**src/hw/lev_defs.vh**
```
// Register map, field positions and reset values of the limit-event output controller
`ifndef LEV_DEFS_VH
`define LEV_DEFS_VH

// ----------------------------------------------------------------------------
// Register byte addresses
// ----------------------------------------------------------------------------
`define LEV_ADDR_CTRL       8'h00
`define LEV_ADDR_CLEAR      8'h04
`define LEV_ADDR_STATUS     8'h08
`define LEV_ADDR_IRQ_STAT   8'h0c
`define LEV_ADDR_IRQ_MASK   8'h10
`define LEV_ADDR_CH_REC     8'h14
`define LEV_ADDR_CHMAP_BASE 8'h40

// ----------------------------------------------------------------------------
// Field positions
// ----------------------------------------------------------------------------
`define LEV_CTRL_MODE_LSB   0
`define LEV_CTRL_POL_LSB    4
`define LEV_STAT_ACT_LSB    0
`define LEV_STAT_PIN_LSB    4
`define LEV_STAT_REC_LSB    8
`define LEV_STAT_SCAN_BIT   12
`define LEV_CHMAP_EN_BIT    2

// ----------------------------------------------------------------------------
// Reset values
// ----------------------------------------------------------------------------
`define LEV_CTRL_RST        8'h0f
`define LEV_CHMAP_RST       3'h4
`define LEV_IRQ_MASK_RST    4'h0

// ----------------------------------------------------------------------------
// Bus responses
// ----------------------------------------------------------------------------
`define LEV_RESP_OKAY       2'h0
`define LEV_RESP_SLVERR     2'h2

`endif

```
**src/hw/lev_line.v**
```verilog
// One limit-event line: latch or track behaviour, clears and output polarity
`timescale 1ns/1ps
`default_nettype none

module lev_line #(
  parameter IDLE_RST = 1'b1
) (
  input  wire clk,
  input  wire rst,
  input  wire latch_mode,
  input  wire pol_high,
  input  wire hit,
  input  wire outside,
  input  wire scan_start,
  input  wire clr,
  output wire active,
  output reg  pin_q
);

  reg  latch_q;
  reg  sup_q;
  reg  act_q;
  wire release_w;
  wire act_d;

  assign release_w = scan_start | clr;
  assign active    = act_q;

  // ----------------------------------------------------------------------------
  // Latched flag: a hit in the clearing cycle still wins
  // ----------------------------------------------------------------------------
  always @(posedge clk)
  begin
    if (rst)
      latch_q <= 1'b0;
    else if (hit)
      latch_q <= 1'b1;
    else if (release_w)
      latch_q <= 1'b0;
  end

  // ----------------------------------------------------------------------------
  // Track suppression: a clear holds the pin off until the reading returns inside
  // ----------------------------------------------------------------------------
  always @(posedge clk)
  begin
    if (rst)
      sup_q <= 1'b0;
    else if (release_w)
      sup_q <= 1'b1;
    else if (!outside)
      sup_q <= 1'b0;
  end

  assign act_d = latch_mode ? (hit | (latch_q & ~release_w))
                            : (outside & ~sup_q & ~release_w);

  // ----------------------------------------------------------------------------
  // Pin register
  // ----------------------------------------------------------------------------
  always @(posedge clk)
  begin
    if (rst)
    begin
      act_q <= 1'b0;
      pin_q <= IDLE_RST;
    end
    else
    begin
      act_q <= act_d;
      pin_q <= pol_high ? act_d : ~act_d;
    end
  end

endmodule // lev_line

`default_nettype wire

```
**src/hw/lev_alarm_ctrl.v**
```verilog
// Four-line limit-event output controller with AXI4-Lite registers
//
// The placing of the registers and the AXI4-Lite register port were decided locally.
`timescale 1ns/1ps
`default_nettype none
`include "lev_defs.vh"

module lev_alarm_ctrl #(
  parameter NUM_CH = 32,
  parameter ADDR_W = 8
) (
  input  wire              clk,
  input  wire              rst,
  input  wire [ADDR_W-1:0] s_axi_awaddr,
  input  wire [2:0]        s_axi_awprot,
  input  wire              s_axi_awvalid,
  output wire              s_axi_awready,
  input  wire [31:0]       s_axi_wdata,
  input  wire [3:0]        s_axi_wstrb,
  input  wire              s_axi_wvalid,
  output wire              s_axi_wready,
  output reg  [1:0]        s_axi_bresp,
  output reg               s_axi_bvalid,
  input  wire              s_axi_bready,
  input  wire [ADDR_W-1:0] s_axi_araddr,
  input  wire [2:0]        s_axi_arprot,
  input  wire              s_axi_arvalid,
  output wire              s_axi_arready,
  output reg  [31:0]       s_axi_rdata,
  output reg  [1:0]        s_axi_rresp,
  output reg               s_axi_rvalid,
  input  wire              s_axi_rready,
  input  wire              scan_start,
  input  wire              scan_active,
  input  wire [NUM_CH-1:0] ch_event,
  input  wire [NUM_CH-1:0] ch_outside,
  output wire              limit_event_line_1,
  output wire              limit_event_line_2,
  output wire              limit_event_line_3,
  output wire              limit_event_line_4,
  output wire              irq
);

  localparam NUM_LINES = 4;
  localparam [ADDR_W-1:0] CH_CNT = NUM_CH;
  localparam [2:0]        MAP_RST  = `LEV_CHMAP_RST;
  localparam [7:0]        CTRL_RST = `LEV_CTRL_RST;

  // ----------------------------------------------------------------------------
  // Write channel capture
  // ----------------------------------------------------------------------------
  reg               aw_q;
  reg  [ADDR_W-1:0] awaddr_q;
  reg               w_q;
  reg  [31:0]       wdata_q;
  reg  [3:0]        wstrb_q;
  wire              wr_en;
  wire [31:0]       wmask;

  assign s_axi_awready = !aw_q && !s_axi_bvalid;
  assign s_axi_wready  = !w_q && !s_axi_bvalid;
  assign wr_en         = aw_q && w_q;
  assign wmask         = {{8{wstrb_q[3]}}, {8{wstrb_q[2]}}, {8{wstrb_q[1]}}, {8{wstrb_q[0]}}};

  always @(posedge clk)
  begin
    if (rst)
    begin
      aw_q     <= 1'b0;
      awaddr_q <= {ADDR_W{1'b0}};
      w_q      <= 1'b0;
      wdata_q  <= 32'h00000000;
      wstrb_q  <= 4'h0;
    end
    else
    begin
      if (s_axi_awvalid && s_axi_awready)
      begin
        aw_q     <= 1'b1;
        awaddr_q <= s_axi_awaddr;
      end
      else if (wr_en)
        aw_q <= 1'b0;
      if (s_axi_wvalid && s_axi_wready)
      begin
        w_q     <= 1'b1;
        wdata_q <= s_axi_wdata;
        wstrb_q <= s_axi_wstrb;
      end
      else if (wr_en)
        w_q <= 1'b0;
    end
  end

  // ----------------------------------------------------------------------------
  // Write address decode
  // ----------------------------------------------------------------------------
  wire [ADDR_W-1:0] w_off;
  wire [ADDR_W-3:0] w_idx;
  wire              w_in_map;
  reg               wr_ctrl;
  reg               wr_clear;
  reg               wr_istat;
  reg               wr_imask;
  reg               wr_map;
  reg               wr_ok;

  assign w_off    = awaddr_q - `LEV_ADDR_CHMAP_BASE;
  assign w_idx    = w_off[ADDR_W-1:2];
  assign w_in_map = (awaddr_q >= `LEV_ADDR_CHMAP_BASE) && (w_off < {CH_CNT[ADDR_W-3:0], 2'b00});

  always @*
  begin
    wr_ctrl  = 1'b0;
    wr_clear = 1'b0;
    wr_istat = 1'b0;
    wr_imask = 1'b0;
    wr_map   = 1'b0;
    wr_ok    = 1'b1;
    if (awaddr_q == `LEV_ADDR_CTRL)
      wr_ctrl = wr_en;
    else if (awaddr_q == `LEV_ADDR_CLEAR)
      wr_clear = wr_en;
    else if (awaddr_q == `LEV_ADDR_IRQ_STAT)
      wr_istat = wr_en;
    else if (awaddr_q == `LEV_ADDR_IRQ_MASK)
      wr_imask = wr_en;
    else if (w_in_map)
      wr_map = wr_en;
    else if (awaddr_q == `LEV_ADDR_STATUS || awaddr_q == `LEV_ADDR_CH_REC)
      wr_ok = 1'b1;
    else
      wr_ok = 1'b0;
  end

  always @(posedge clk)
  begin
    if (rst)
    begin
      s_axi_bvalid <= 1'b0;
      s_axi_bresp  <= `LEV_RESP_OKAY;
    end
    else if (wr_en)
    begin
      s_axi_bvalid <= 1'b1;
      s_axi_bresp  <= wr_ok ? `LEV_RESP_OKAY : `LEV_RESP_SLVERR;
    end
    else if (s_axi_bready)
      s_axi_bvalid <= 1'b0;
  end

  // ----------------------------------------------------------------------------
  // Control, mask and manual clear
  // ----------------------------------------------------------------------------
  reg  [7:0] ctrl_q;
  reg  [3:0] imask_q;
  wire [7:0] ctrl_d;
  wire [3:0] mode_latch;
  wire [3:0] pol_high;
  wire [3:0] clr_pulse;

  assign ctrl_d     = (ctrl_q & ~wmask[7:0]) | (wdata_q[7:0] & wmask[7:0]);
  assign mode_latch = ctrl_q[`LEV_CTRL_MODE_LSB+3:`LEV_CTRL_MODE_LSB];
  assign pol_high   = ctrl_q[`LEV_CTRL_POL_LSB+3:`LEV_CTRL_POL_LSB];
  // Clear is a command, not storage; it reads back as zero
  assign clr_pulse  = wr_clear ? (wdata_q[3:0] & wmask[3:0]) : 4'h0;

  always @(posedge clk)
  begin
    if (rst)
    begin
      ctrl_q  <= `LEV_CTRL_RST;
      imask_q <= `LEV_IRQ_MASK_RST;
    end
    else
    begin
      if (wr_ctrl)
        ctrl_q <= ctrl_d;
      if (wr_imask && wstrb_q[0])
        imask_q <= wdata_q[3:0];
    end
  end

  // ----------------------------------------------------------------------------
  // Channel to line map
  // ----------------------------------------------------------------------------
  reg  [1:0]              line_sel_q [0:NUM_CH-1];
  reg  [NUM_CH-1:0]       en_q;
  wire [NUM_LINES*NUM_CH-1:0] member;

  genvar gi;
  genvar gl;
  generate
    for (gi = 0; gi < NUM_CH; gi = gi + 1)
    begin : g_ch
      always @(posedge clk)
      begin
        if (rst)
        begin
          line_sel_q[gi] <= MAP_RST[1:0];
          en_q[gi]       <= MAP_RST[`LEV_CHMAP_EN_BIT];
        end
        else if (wr_map && wstrb_q[0] && w_idx == gi)
        begin
          // Enable set adds the channel, enable clear deletes it
          line_sel_q[gi] <= wdata_q[1:0];
          en_q[gi]       <= wdata_q[`LEV_CHMAP_EN_BIT];
        end
      end
      for (gl = 0; gl < NUM_LINES; gl = gl + 1)
      begin : g_mem
        assign member[gl*NUM_CH+gi] = en_q[gi] && (line_sel_q[gi] == gl);
      end
    end
  endgenerate

  // ----------------------------------------------------------------------------
  // Per-line combining and output stage
  // ----------------------------------------------------------------------------
  wire [NUM_LINES-1:0] line_hit;
  wire [NUM_LINES-1:0] line_out;
  wire [NUM_LINES-1:0] line_act;
  wire [NUM_LINES-1:0] pin;

  generate
    for (gl = 0; gl < NUM_LINES; gl = gl + 1)
    begin : g_line
      // Readings only count while a scan or monitor session runs
      assign line_hit[gl] = scan_active && |(ch_event & member[gl*NUM_CH +: NUM_CH]);
      assign line_out[gl] = scan_active && |(ch_outside & member[gl*NUM_CH +: NUM_CH]);

      lev_line #(
        .IDLE_RST (~CTRL_RST[`LEV_CTRL_POL_LSB + gl])
      ) u_line (
        .clk        (clk),
        .rst        (rst),
        .latch_mode (mode_latch[gl]),
        .pol_high   (pol_high[gl]),
        .hit        (line_hit[gl]),
        .outside    (line_out[gl]),
        .scan_start (scan_start),
        .clr        (clr_pulse[gl]),
        .active     (line_act[gl]),
        .pin_q      (pin[gl])
      );
    end
  endgenerate

  assign limit_event_line_1 = pin[0];
  assign limit_event_line_2 = pin[1];
  assign limit_event_line_3 = pin[2];
  assign limit_event_line_4 = pin[3];

  // ----------------------------------------------------------------------------
  // Event records: kept by manual clear, erased by a new scan
  // ----------------------------------------------------------------------------
  reg [NUM_CH-1:0]    ch_rec_q;
  reg [NUM_LINES-1:0] line_rec_q;

  always @(posedge clk)
  begin
    if (rst)
    begin
      ch_rec_q   <= {NUM_CH{1'b0}};
      line_rec_q <= 4'h0;
    end
    else if (scan_start)
    begin
      // An event in the start cycle belongs to the new scan
      ch_rec_q   <= ch_event & {NUM_CH{scan_active}};
      line_rec_q <= line_hit;
    end
    else
    begin
      ch_rec_q   <= ch_rec_q | (ch_event & {NUM_CH{scan_active}});
      line_rec_q <= line_rec_q | line_hit;
    end
  end

  // ----------------------------------------------------------------------------
  // Interrupt status, write one to clear, set wins
  // ----------------------------------------------------------------------------
  reg  [3:0] istat_q;
  wire [3:0] istat_clr;

  assign istat_clr = wr_istat ? (wdata_q[3:0] & wmask[3:0]) : 4'h0;
  assign irq       = |(istat_q & imask_q);

  always @(posedge clk)
  begin
    if (rst)
      istat_q <= 4'h0;
    else
      istat_q <= (istat_q & ~istat_clr) | line_hit;
  end

  // ----------------------------------------------------------------------------
  // Read path
  // ----------------------------------------------------------------------------
  wire [ADDR_W-1:0] r_off;
  wire [ADDR_W-3:0] r_idx;
  wire              r_in_map;
  reg  [31:0]       rd_data;
  reg               rd_ok;
  integer           k;

  assign s_axi_arready = !s_axi_rvalid;
  assign r_off         = s_axi_araddr - `LEV_ADDR_CHMAP_BASE;
  assign r_idx         = r_off[ADDR_W-1:2];
  assign r_in_map      = (s_axi_araddr >= `LEV_ADDR_CHMAP_BASE) && (r_off < {CH_CNT[ADDR_W-3:0], 2'b00});

  always @*
  begin
    rd_data = 32'h00000000;
    rd_ok   = 1'b1;
    if (s_axi_araddr == `LEV_ADDR_CTRL)
      rd_data[7:0] = ctrl_q;
    else if (s_axi_araddr == `LEV_ADDR_CLEAR)
      rd_data = 32'h00000000;
    else if (s_axi_araddr == `LEV_ADDR_STATUS)
    begin
      rd_data[`LEV_STAT_ACT_LSB+3:`LEV_STAT_ACT_LSB] = line_act;
      rd_data[`LEV_STAT_PIN_LSB+3:`LEV_STAT_PIN_LSB] = pin;
      rd_data[`LEV_STAT_REC_LSB+3:`LEV_STAT_REC_LSB] = line_rec_q;
      rd_data[`LEV_STAT_SCAN_BIT]                    = scan_active;
    end
    else if (s_axi_araddr == `LEV_ADDR_IRQ_STAT)
      rd_data[3:0] = istat_q;
    else if (s_axi_araddr == `LEV_ADDR_IRQ_MASK)
      rd_data[3:0] = imask_q;
    else if (s_axi_araddr == `LEV_ADDR_CH_REC)
    begin
      for (k = 0; k < NUM_CH && k < 32; k = k + 1)
        rd_data[k] = ch_rec_q[k];
    end
    else if (r_in_map)
    begin
      for (k = 0; k < NUM_CH; k = k + 1)
      begin
        if (r_idx == k)
        begin
          rd_data[1:0]                = line_sel_q[k];
          rd_data[`LEV_CHMAP_EN_BIT] = en_q[k];
        end
      end
    end
    else
      rd_ok = 1'b0;
  end

  always @(posedge clk)
  begin
    if (rst)
    begin
      s_axi_rvalid <= 1'b0;
      s_axi_rdata  <= 32'h00000000;
      s_axi_rresp  <= `LEV_RESP_OKAY;
    end
    else if (s_axi_arvalid && s_axi_arready)
    begin
      s_axi_rvalid <= 1'b1;
      s_axi_rdata  <= rd_data;
      s_axi_rresp  <= rd_ok ? `LEV_RESP_OKAY : `LEV_RESP_SLVERR;
    end
    else if (s_axi_rready)
      s_axi_rvalid <= 1'b0;
  end

endmodule // lev_alarm_ctrl

`default_nettype wire

```
**config.mk**
```make
export PLATFORM = sky130hd
export DESIGN_NAME = lev_alarm_ctrl
export DESIGN_NICKNAME = d
export VERILOG_FILES = /design/src/hw/lev_line.v /design/src/hw/lev_alarm_ctrl.v
export VERILOG_INCLUDE_DIRS = /design/src /design/src/hw
export SDC_FILE = /design/constraint.sdc
export NUM_CORES = 1
export LEC_CHECK = 0
export BUFFER_PORTS_ARGS = -buffer_cell sky130_fd_sc_hd__buf_4
export CAP_MARGIN = 20
export CORE_ASPECT_RATIO = 1.2
export CORE_MARGIN = 2
export CORE_UTILIZATION = 50
export CTS_CLUSTER_SIZE = 10
export DETAILED_ROUTE_END_ITERATION = 8
export GPL_TIMING_DRIVEN = 0
export PLACE_DENSITY = 0.75
export SKIP_LAST_GASP = 1
export SYNTH_ARGS = -nofsm -noshare
export SYNTH_HDL_FRONTEND = slang
export SYNTH_SLANG_ARGS = --single-unit
```
**constraint.sdc**
```tcl
create_clock -name clk -period 2.88 [get_ports clk]
set_input_delay 0.144 -clock clk [delete_from_list [all_inputs] [get_ports clk]]
set_output_delay 0.144 -clock clk [all_outputs]
set_load 0.02 [all_outputs]
```
After elaboration in Yosys (flattened, before gate mapping)
Memories as Yosys holds them, arrays and structs flattened.
Cells that the tools add are included.
- bits in writable memories: 64
- output and inout port bits: 46
- input bits: 131
- register bits after elaboration: 157
- memories: 1
- memories (name ; words ; width ; read ports ; clocked after memory_dff ; wr ports ; RTL line ; text):
    line_sel_q ; 32 ; 2 ; 32 ; 0 ; 32 ; lev_alarm_ctrl.v:187 ; reg [1:0] line_sel_q [0:NUM_CH-1];
- reduce and logical (&&, ||, !) cells: 236
- equal/unequal tests: 172
- bitwise logic cells: 84
- add/subtract/negate cells: 2
- $lt $le $gt $ge: 4
- multiplexer cells: 239
- operators with widths (operator ; number):
    $and 32x32->32 ; 9
    $reduce_or 32->1 ; 8
    $eq 6x5->1 const B ; 32
    $logic_and 1x1->1 ; 178
    $mux 1 ; 157
    $eq 2x2->1 const B ; 64
    $mux 3 ; 34
    $eq 6x4->1 const B ; 16
    $mux 2 ; 34
    $eq 2x1->1 const B ; 32
    $logic_not 2->1 ; 32
    $mux 32 ; 2
    $mux 28 ; 2
    $eq 6x3->1 const B ; 8
    $or 1x1->1 ; 40
    $eq 8x4->1 const B ; 4
    $eq 8x5->1 const B ; 4
    $or 32x32->32 ; 1
    $mux 29 ; 1
    $eq 6x2->1 const B ; 4
    $mux 24 ; 1
    $mux 4 ; 5
    $mux 19 ; 1
    $and 8x8->8 ; 2
    other kinds (21) ; 66

Depth between registers and ports, before layout
- depth in word-level cells: 41
- mapped depth: 10

Hierarchy
A second synthesis with hierarchy kept.
- cells, all modules: 1549
- area total of the unflattened synthesis: 12916.1 um^2
- modules (own cells, without submodules) (module ; cells an instance ; instances ; area an instance (um^2) ; seq. area each (um^2)):
    lev_alarm_ctrl ; 1489 ; 1 ; 12305.6 ; 4704.5
    lev_line ; 15 ; 4 ; 152.6 ; 80.1

Worst setup path after synthesis
Ideal clock, no wire load.
- kind: reg2reg
- start: register awaddr_q[6]
- end: memory line_sel_q[10][0] (netlist: line_sel_q[0][20]) (enable)
- data arrival time: 1.925 ns
- slack: 0.682 ns
- cell stages (with the launch flop): 9
- data required time: 2.606 ns
- buffers on the path: 1
- cells stage by stage: dfxtp_1 inv_1 ha_1 or3b_4 a2111oi_2 nor3b_2 nand2_1 clkbuf_1 o21ai_0
- RTL lines (element ; RTL line ; text):
    start, declared ; lev_alarm_ctrl.v:53 ; reg [ADDR_W-1:0] awaddr_q;
    start signal, assigned ; lev_alarm_ctrl.v:70 ; awaddr_q <= {ADDR_W{1'b0}};
    start signal, assigned ; lev_alarm_ctrl.v:80 ; awaddr_q <= s_axi_awaddr;
    end, declared ; lev_alarm_ctrl.v:187 ;

==> impl_metrics.sql <==
INSERT INTO impl_metrics (metric_group, metric, value, unit) VALUES
('yosys', 'netlist_area', '0.01290', 'sq mm'),
('grt', 'grt_pass1_vias', '13630', ''),
('pwr', 'power_density_of_the_placed_cells', '482.5', 'mW/mm^2'),
('detailed_routing', 'number_of_design_rule_violations_left_after_detail_routing', '0', ''),
('placed_design', 'dpl_wire_length', '46.02', 'mm'),
('job', 'cap_violations', '0', ''),
('yosys', 'synth_edf_count', '64', ''),
('cts', 'tritoncts', 'built', ''),
('yosys', 'ys_warn_count', '0', ''),
('grt', 'groute.usage.overall', '44.08', '%'),
('grt', 'grt.overflow.total', '0', ''),
('grt', 'antenna_violations_before_repair', '2', ''),
('yosys', 'netlist_instances', '1523', ''),
('sta', 'finalSetupViolations', '2', ''),
('placed_design', 'preCtsSetupSlack', '-0.2186', 'ns'),
('detailed_routing', 'routedWlPerCell', '29.35', 'microns'),
('detailed_routing', 'drt-vias-per-instance', '6.953', ''),
('pwr', 'leakagePower', '5.670', 'nW'),
('final_layout', 'instances_no_fill', '2088', ''),
('yosys', 'per_instance_average_area_after_synthesis', '8.471', 'sq um'),
('cts', 'numClockSinks', '219', ''),
('yosys', 'synth_largest_type_area_fraction', '24.05', '%'),
('yosys', 'synthMostInstantiatedCell', 'sky130_fd_sc_hd__nor2_1', ''),
('yosys', 'synth.largest_area_cell', 'sky130_fd_sc_hd__dfxtp_1', ''),
('sta', 'hold_violations', '0', ''),
('final_layout', 'area_delta_synth_final', '21.49', '%'),
('yosys', 'synth.ff_latch_count', '219', ''),
('cts', 'path_clk_slew', '0.05', 'ns'),
('worst_setup_path', 'classification_of_the_worst_setup_path', 'flip-flop to flip-flop', ''),
('final_layout', 'multi_input_area', '0.007179', 'sq mm'),
('worst_setup_path', 'worst_r2r_path_depth', '8', ''),
('floorplan', 'core_area', '0.02546', 'sq mm'),
('floorplan', 'boundaryPins', '177', ''),
('yosys', 'synthTopCellsByCount', '196 x sky130_fd_sc_hd__nor2_1, 155 x sky130_fd_sc_hd__dfxtp_1, 136 x sky130_fd_sc_hd__nand2_1', ''),
('placed_design', 'placed_cells_incl_taps', '1993', ''),
('sta', 'fin_worst_skew', '0.02153', 'ns'),
('final_layout', 'n_fill_cell', '2228', ''),
('detailed_routing', 'postRouteAntennaNets', '0', ''),
('sta', 'final_worst_path_period_need', '2.972', 'ns'),
('worst_setup_path', 'critPathCaptureType', 'flip-flop', ''),
('yosys', 'synthDistinctLibCells', '86', ''),
('sta', 'layout_worst_path_cycle_share', '103.2', '%'),
('grt', 'wire_length_of_the_first_global_routing_pass', '88.00', 'mm'),
('final_layout', 'final-seq-area', '0.005025', 'sq mm'),
('worst_setup_path', 'r2r-start', 'line_sel_q[0][30]$_SDFFCE_PN0P_', ''),
('hold_path', 'hold_path.class', 'input port to flip-flop', ''),
('sta', 'grt_setup_unrepaired', 'yes', ''),
('detailed_routing', 'firstDrtPassIters', '6', ''),
('yosys', 'synth.area.top_cells', 'sky130_fd_sc_hd__dfxtp_1 24%, sky130_fd_sc_hd__edfxtp_1 15%, sky130_fd_sc_hd__nand4b_1 7.4%, sky130_fd_sc_hd__nand4_1 5.9%, sky130_fd_sc_hd__nor2_1 5.7%', ''),
('cts', 'cts_max_level', '1', ''),
('outcome', 'run_status', 'finished, violations left', ''),
('worst_setup_path', 'worst_path_required', '3.35', 'ns'),
('worst_setup_path', 'crit_path_end', 'g_line[0].u_line.pin_q$_SDFF_PP1_', ''),
('grt', 'grt_max_degree', '14', ''),
('outcome', 'violations', 'setup timing', ''),
('yosys', 'async_reset_ff_share', '0', '%'),
('floorplan', 'die_h', '180.0', 'microns'),
('cts', 'cts_root_buf', 'sky130_fd_sc_hd__clkbuf_16', ''),
('detailed_routing', 'routed_wl', '61.29', 'mm'),
('cts', 'numCtsBuffers', '26', ''),
('placed_design', 'last_weighted_congestion_value_of_the_routability_driven_placer', '1.076', ''),
('hold_path', 'worstHoldPathCells', '3', ''),
('pwr', 'vdd_drop_max', '0.6289', 'mV'),
('sta', 'finalWorstSetupSlack', '-0.09239', 'ns'),
('sta', 'max_slew.worst_pin.slew', '1.186', 'ns'),
('worst_setup_path', 'crit_path_max_fanout', '10', ''),
('detailed_routing', 'route.vias.total', '14517', ''),
('worst_setup_path', 'critPathLaunch', 'line_sel_q[0][30]$_SDFFCE_PN0P_', ''),
('worst_setup_path', 'critPathArrivalTime', '3.44', 'ns'),
('cts', 'cts-root-to-sink-buffers', '3', ''),
('sta', 'slew_limit_headroom', '19.82', '%');
## critical path: stages (launching register included)
cell and delay, ns:
sky130_fd_sc_hd__edfxtp_1 0.33, sky130_fd_sc_hd__clkbuf_1 0.57, sky130_fd_sc_hd__nor4bb_1 0.17, sky130_fd_sc_hd__nor4_1 0.26, sky130_fd_sc_hd__nand2_1 0.15, sky130_fd_sc_hd__o41ai_4 0.58, sky130_fd_sc_hd__a21bo_1 0.30, sky130_fd_sc_hd__a32oi_2 0.31
sky130_fd_sc_hd__mux2i_1 0.24
## kinds of logic after synthesis
kind of cell,synth area share [%]
fa+ha+maj,0.5819
buf+inv,5.683
simple gates,35.98
flops,38.95
compound gates,14.96
mux,3.812
other cells,0.02907
## flip-flops by register name, indices dropped and copies added (netlist names), 8 cells and up, named ones only
signal and flops:
s_axi_rdata 32, wdata_q 8, line_sel_q 64, en_q 32, ch_rec_q 32, awaddr_q 8
## routing by layer
layer,GRT usage [%],share of wire [%]
met3,8.528,10
met1,53.21,36
met2,68.78,44
met5,0,0.021
met4,33.35,9.7
## per-stage QoR
step	util [%]	power [W]	area (sq um)
finish	61.55	0.007563	15670
global route	61.54	0.007746	15670
CTS	61.44	0.007499	15650
detailed placement	56.40	0.004569	14360
global placement	56.40	0.004558	14360
floorplan	-	0.004035	12900
## layout make-up
type                    instances  area share (%)
inverters                      20          0.4790
multi-input cells            1142           45.81
well taps                     330           2.634
diodes                          1         0.01597
clock buffers                  39           4.462
clock inverters                 3          0.1916
plain buffers                 138           4.103
repair buffers                196           10.25
flip-flops and latches        219           32.06
## repair_timing
action                                 CTS  global route
setup endpoints to repair                3            50
buffers inserted                         0             3
resized for setup                        2             9
endpoints found under the hold margin   57             0
hold buffers                            54             0
## power breakdown
part           switching (W)  internal [W]
logic               0.000765      0.000465
clock network        0.00126       0.00166
registers           0.000128       0.00329
total                0.00215       0.00541
## cells in the final DEF (no fill, tap or decap), types with 7 or more instances in the layout
cell type / instances
sky130_fd_sc_hd__a21oi_1: 75
sky130_fd_sc_hd__a221oi_1: 10
sky130_fd_sc_hd__a22oi_1: 44
sky130_fd_sc_hd__a311oi_1: 7
sky130_fd_sc_hd__a31oi_1: 25
sky130_fd_sc_hd__and2_1: 7
sky130_fd_sc_hd__buf_1: 13
sky130_fd_sc_hd__buf_2: 25
sky130_fd_sc_hd__buf_4: 144
sky130_fd_sc_hd__clkbuf_1: 97
sky130_fd_sc_hd__clkbuf_16: 26
sky130_fd_sc_hd__dfxtp_1: 155
sky130_fd_sc_hd__dlygate4sd3_1: 54
sky130_fd_sc_hd__edfxtp_1: 64
sky130_fd_sc_hd__inv_1: 18
sky130_fd_sc_hd__mux2_2: 9
sky130_fd_sc_hd__mux2i_1: 30
sky130_fd_sc_hd__nand2_1: 136
sky130_fd_sc_hd__nand2b_1: 7
sky130_fd_sc_hd__nand3_1: 68
sky130_fd_sc_hd__nand4_1: 121
sky130_fd_sc_hd__nand4b_1: 109
sky130_fd_sc_hd__nor2_1: 196
sky130_fd_sc_hd__nor2b_1: 19
sky130_fd_sc_hd__nor3_1: 21
sky130_fd_sc_hd__nor4_1: 17
sky130_fd_sc_hd__nor4bb_1: 43
sky130_fd_sc_hd__o21ai_0: 73
sky130_fd_sc_hd__o22ai_1: 8
## how the worst min path moves through the flow
stage | from | to | slack [ns]
floorplan | s_axi_rready | s_axi_rvalid$_SDFFE_PP0P_ | 0.24
global placement | s_axi_rready | s_axi_rvalid$_SDFFE_PP0P_ | 0.33
detailed placement | s_axi_rready | s_axi_rvalid$_SDFFE_PP0P_ | 0.34
CTS | s_axi_awvalid | aw_q$_SDFFE_PP0P_ | 0.06
global route | s_axi_wvalid | wdata_q[0]$_SDFFE_PP0P_ | 0.17
finish | s_axi_awvalid | aw_q$_SDFFE_PP0P_ | 0.08
Note: power is estimated with default switching activity, not from simulation.
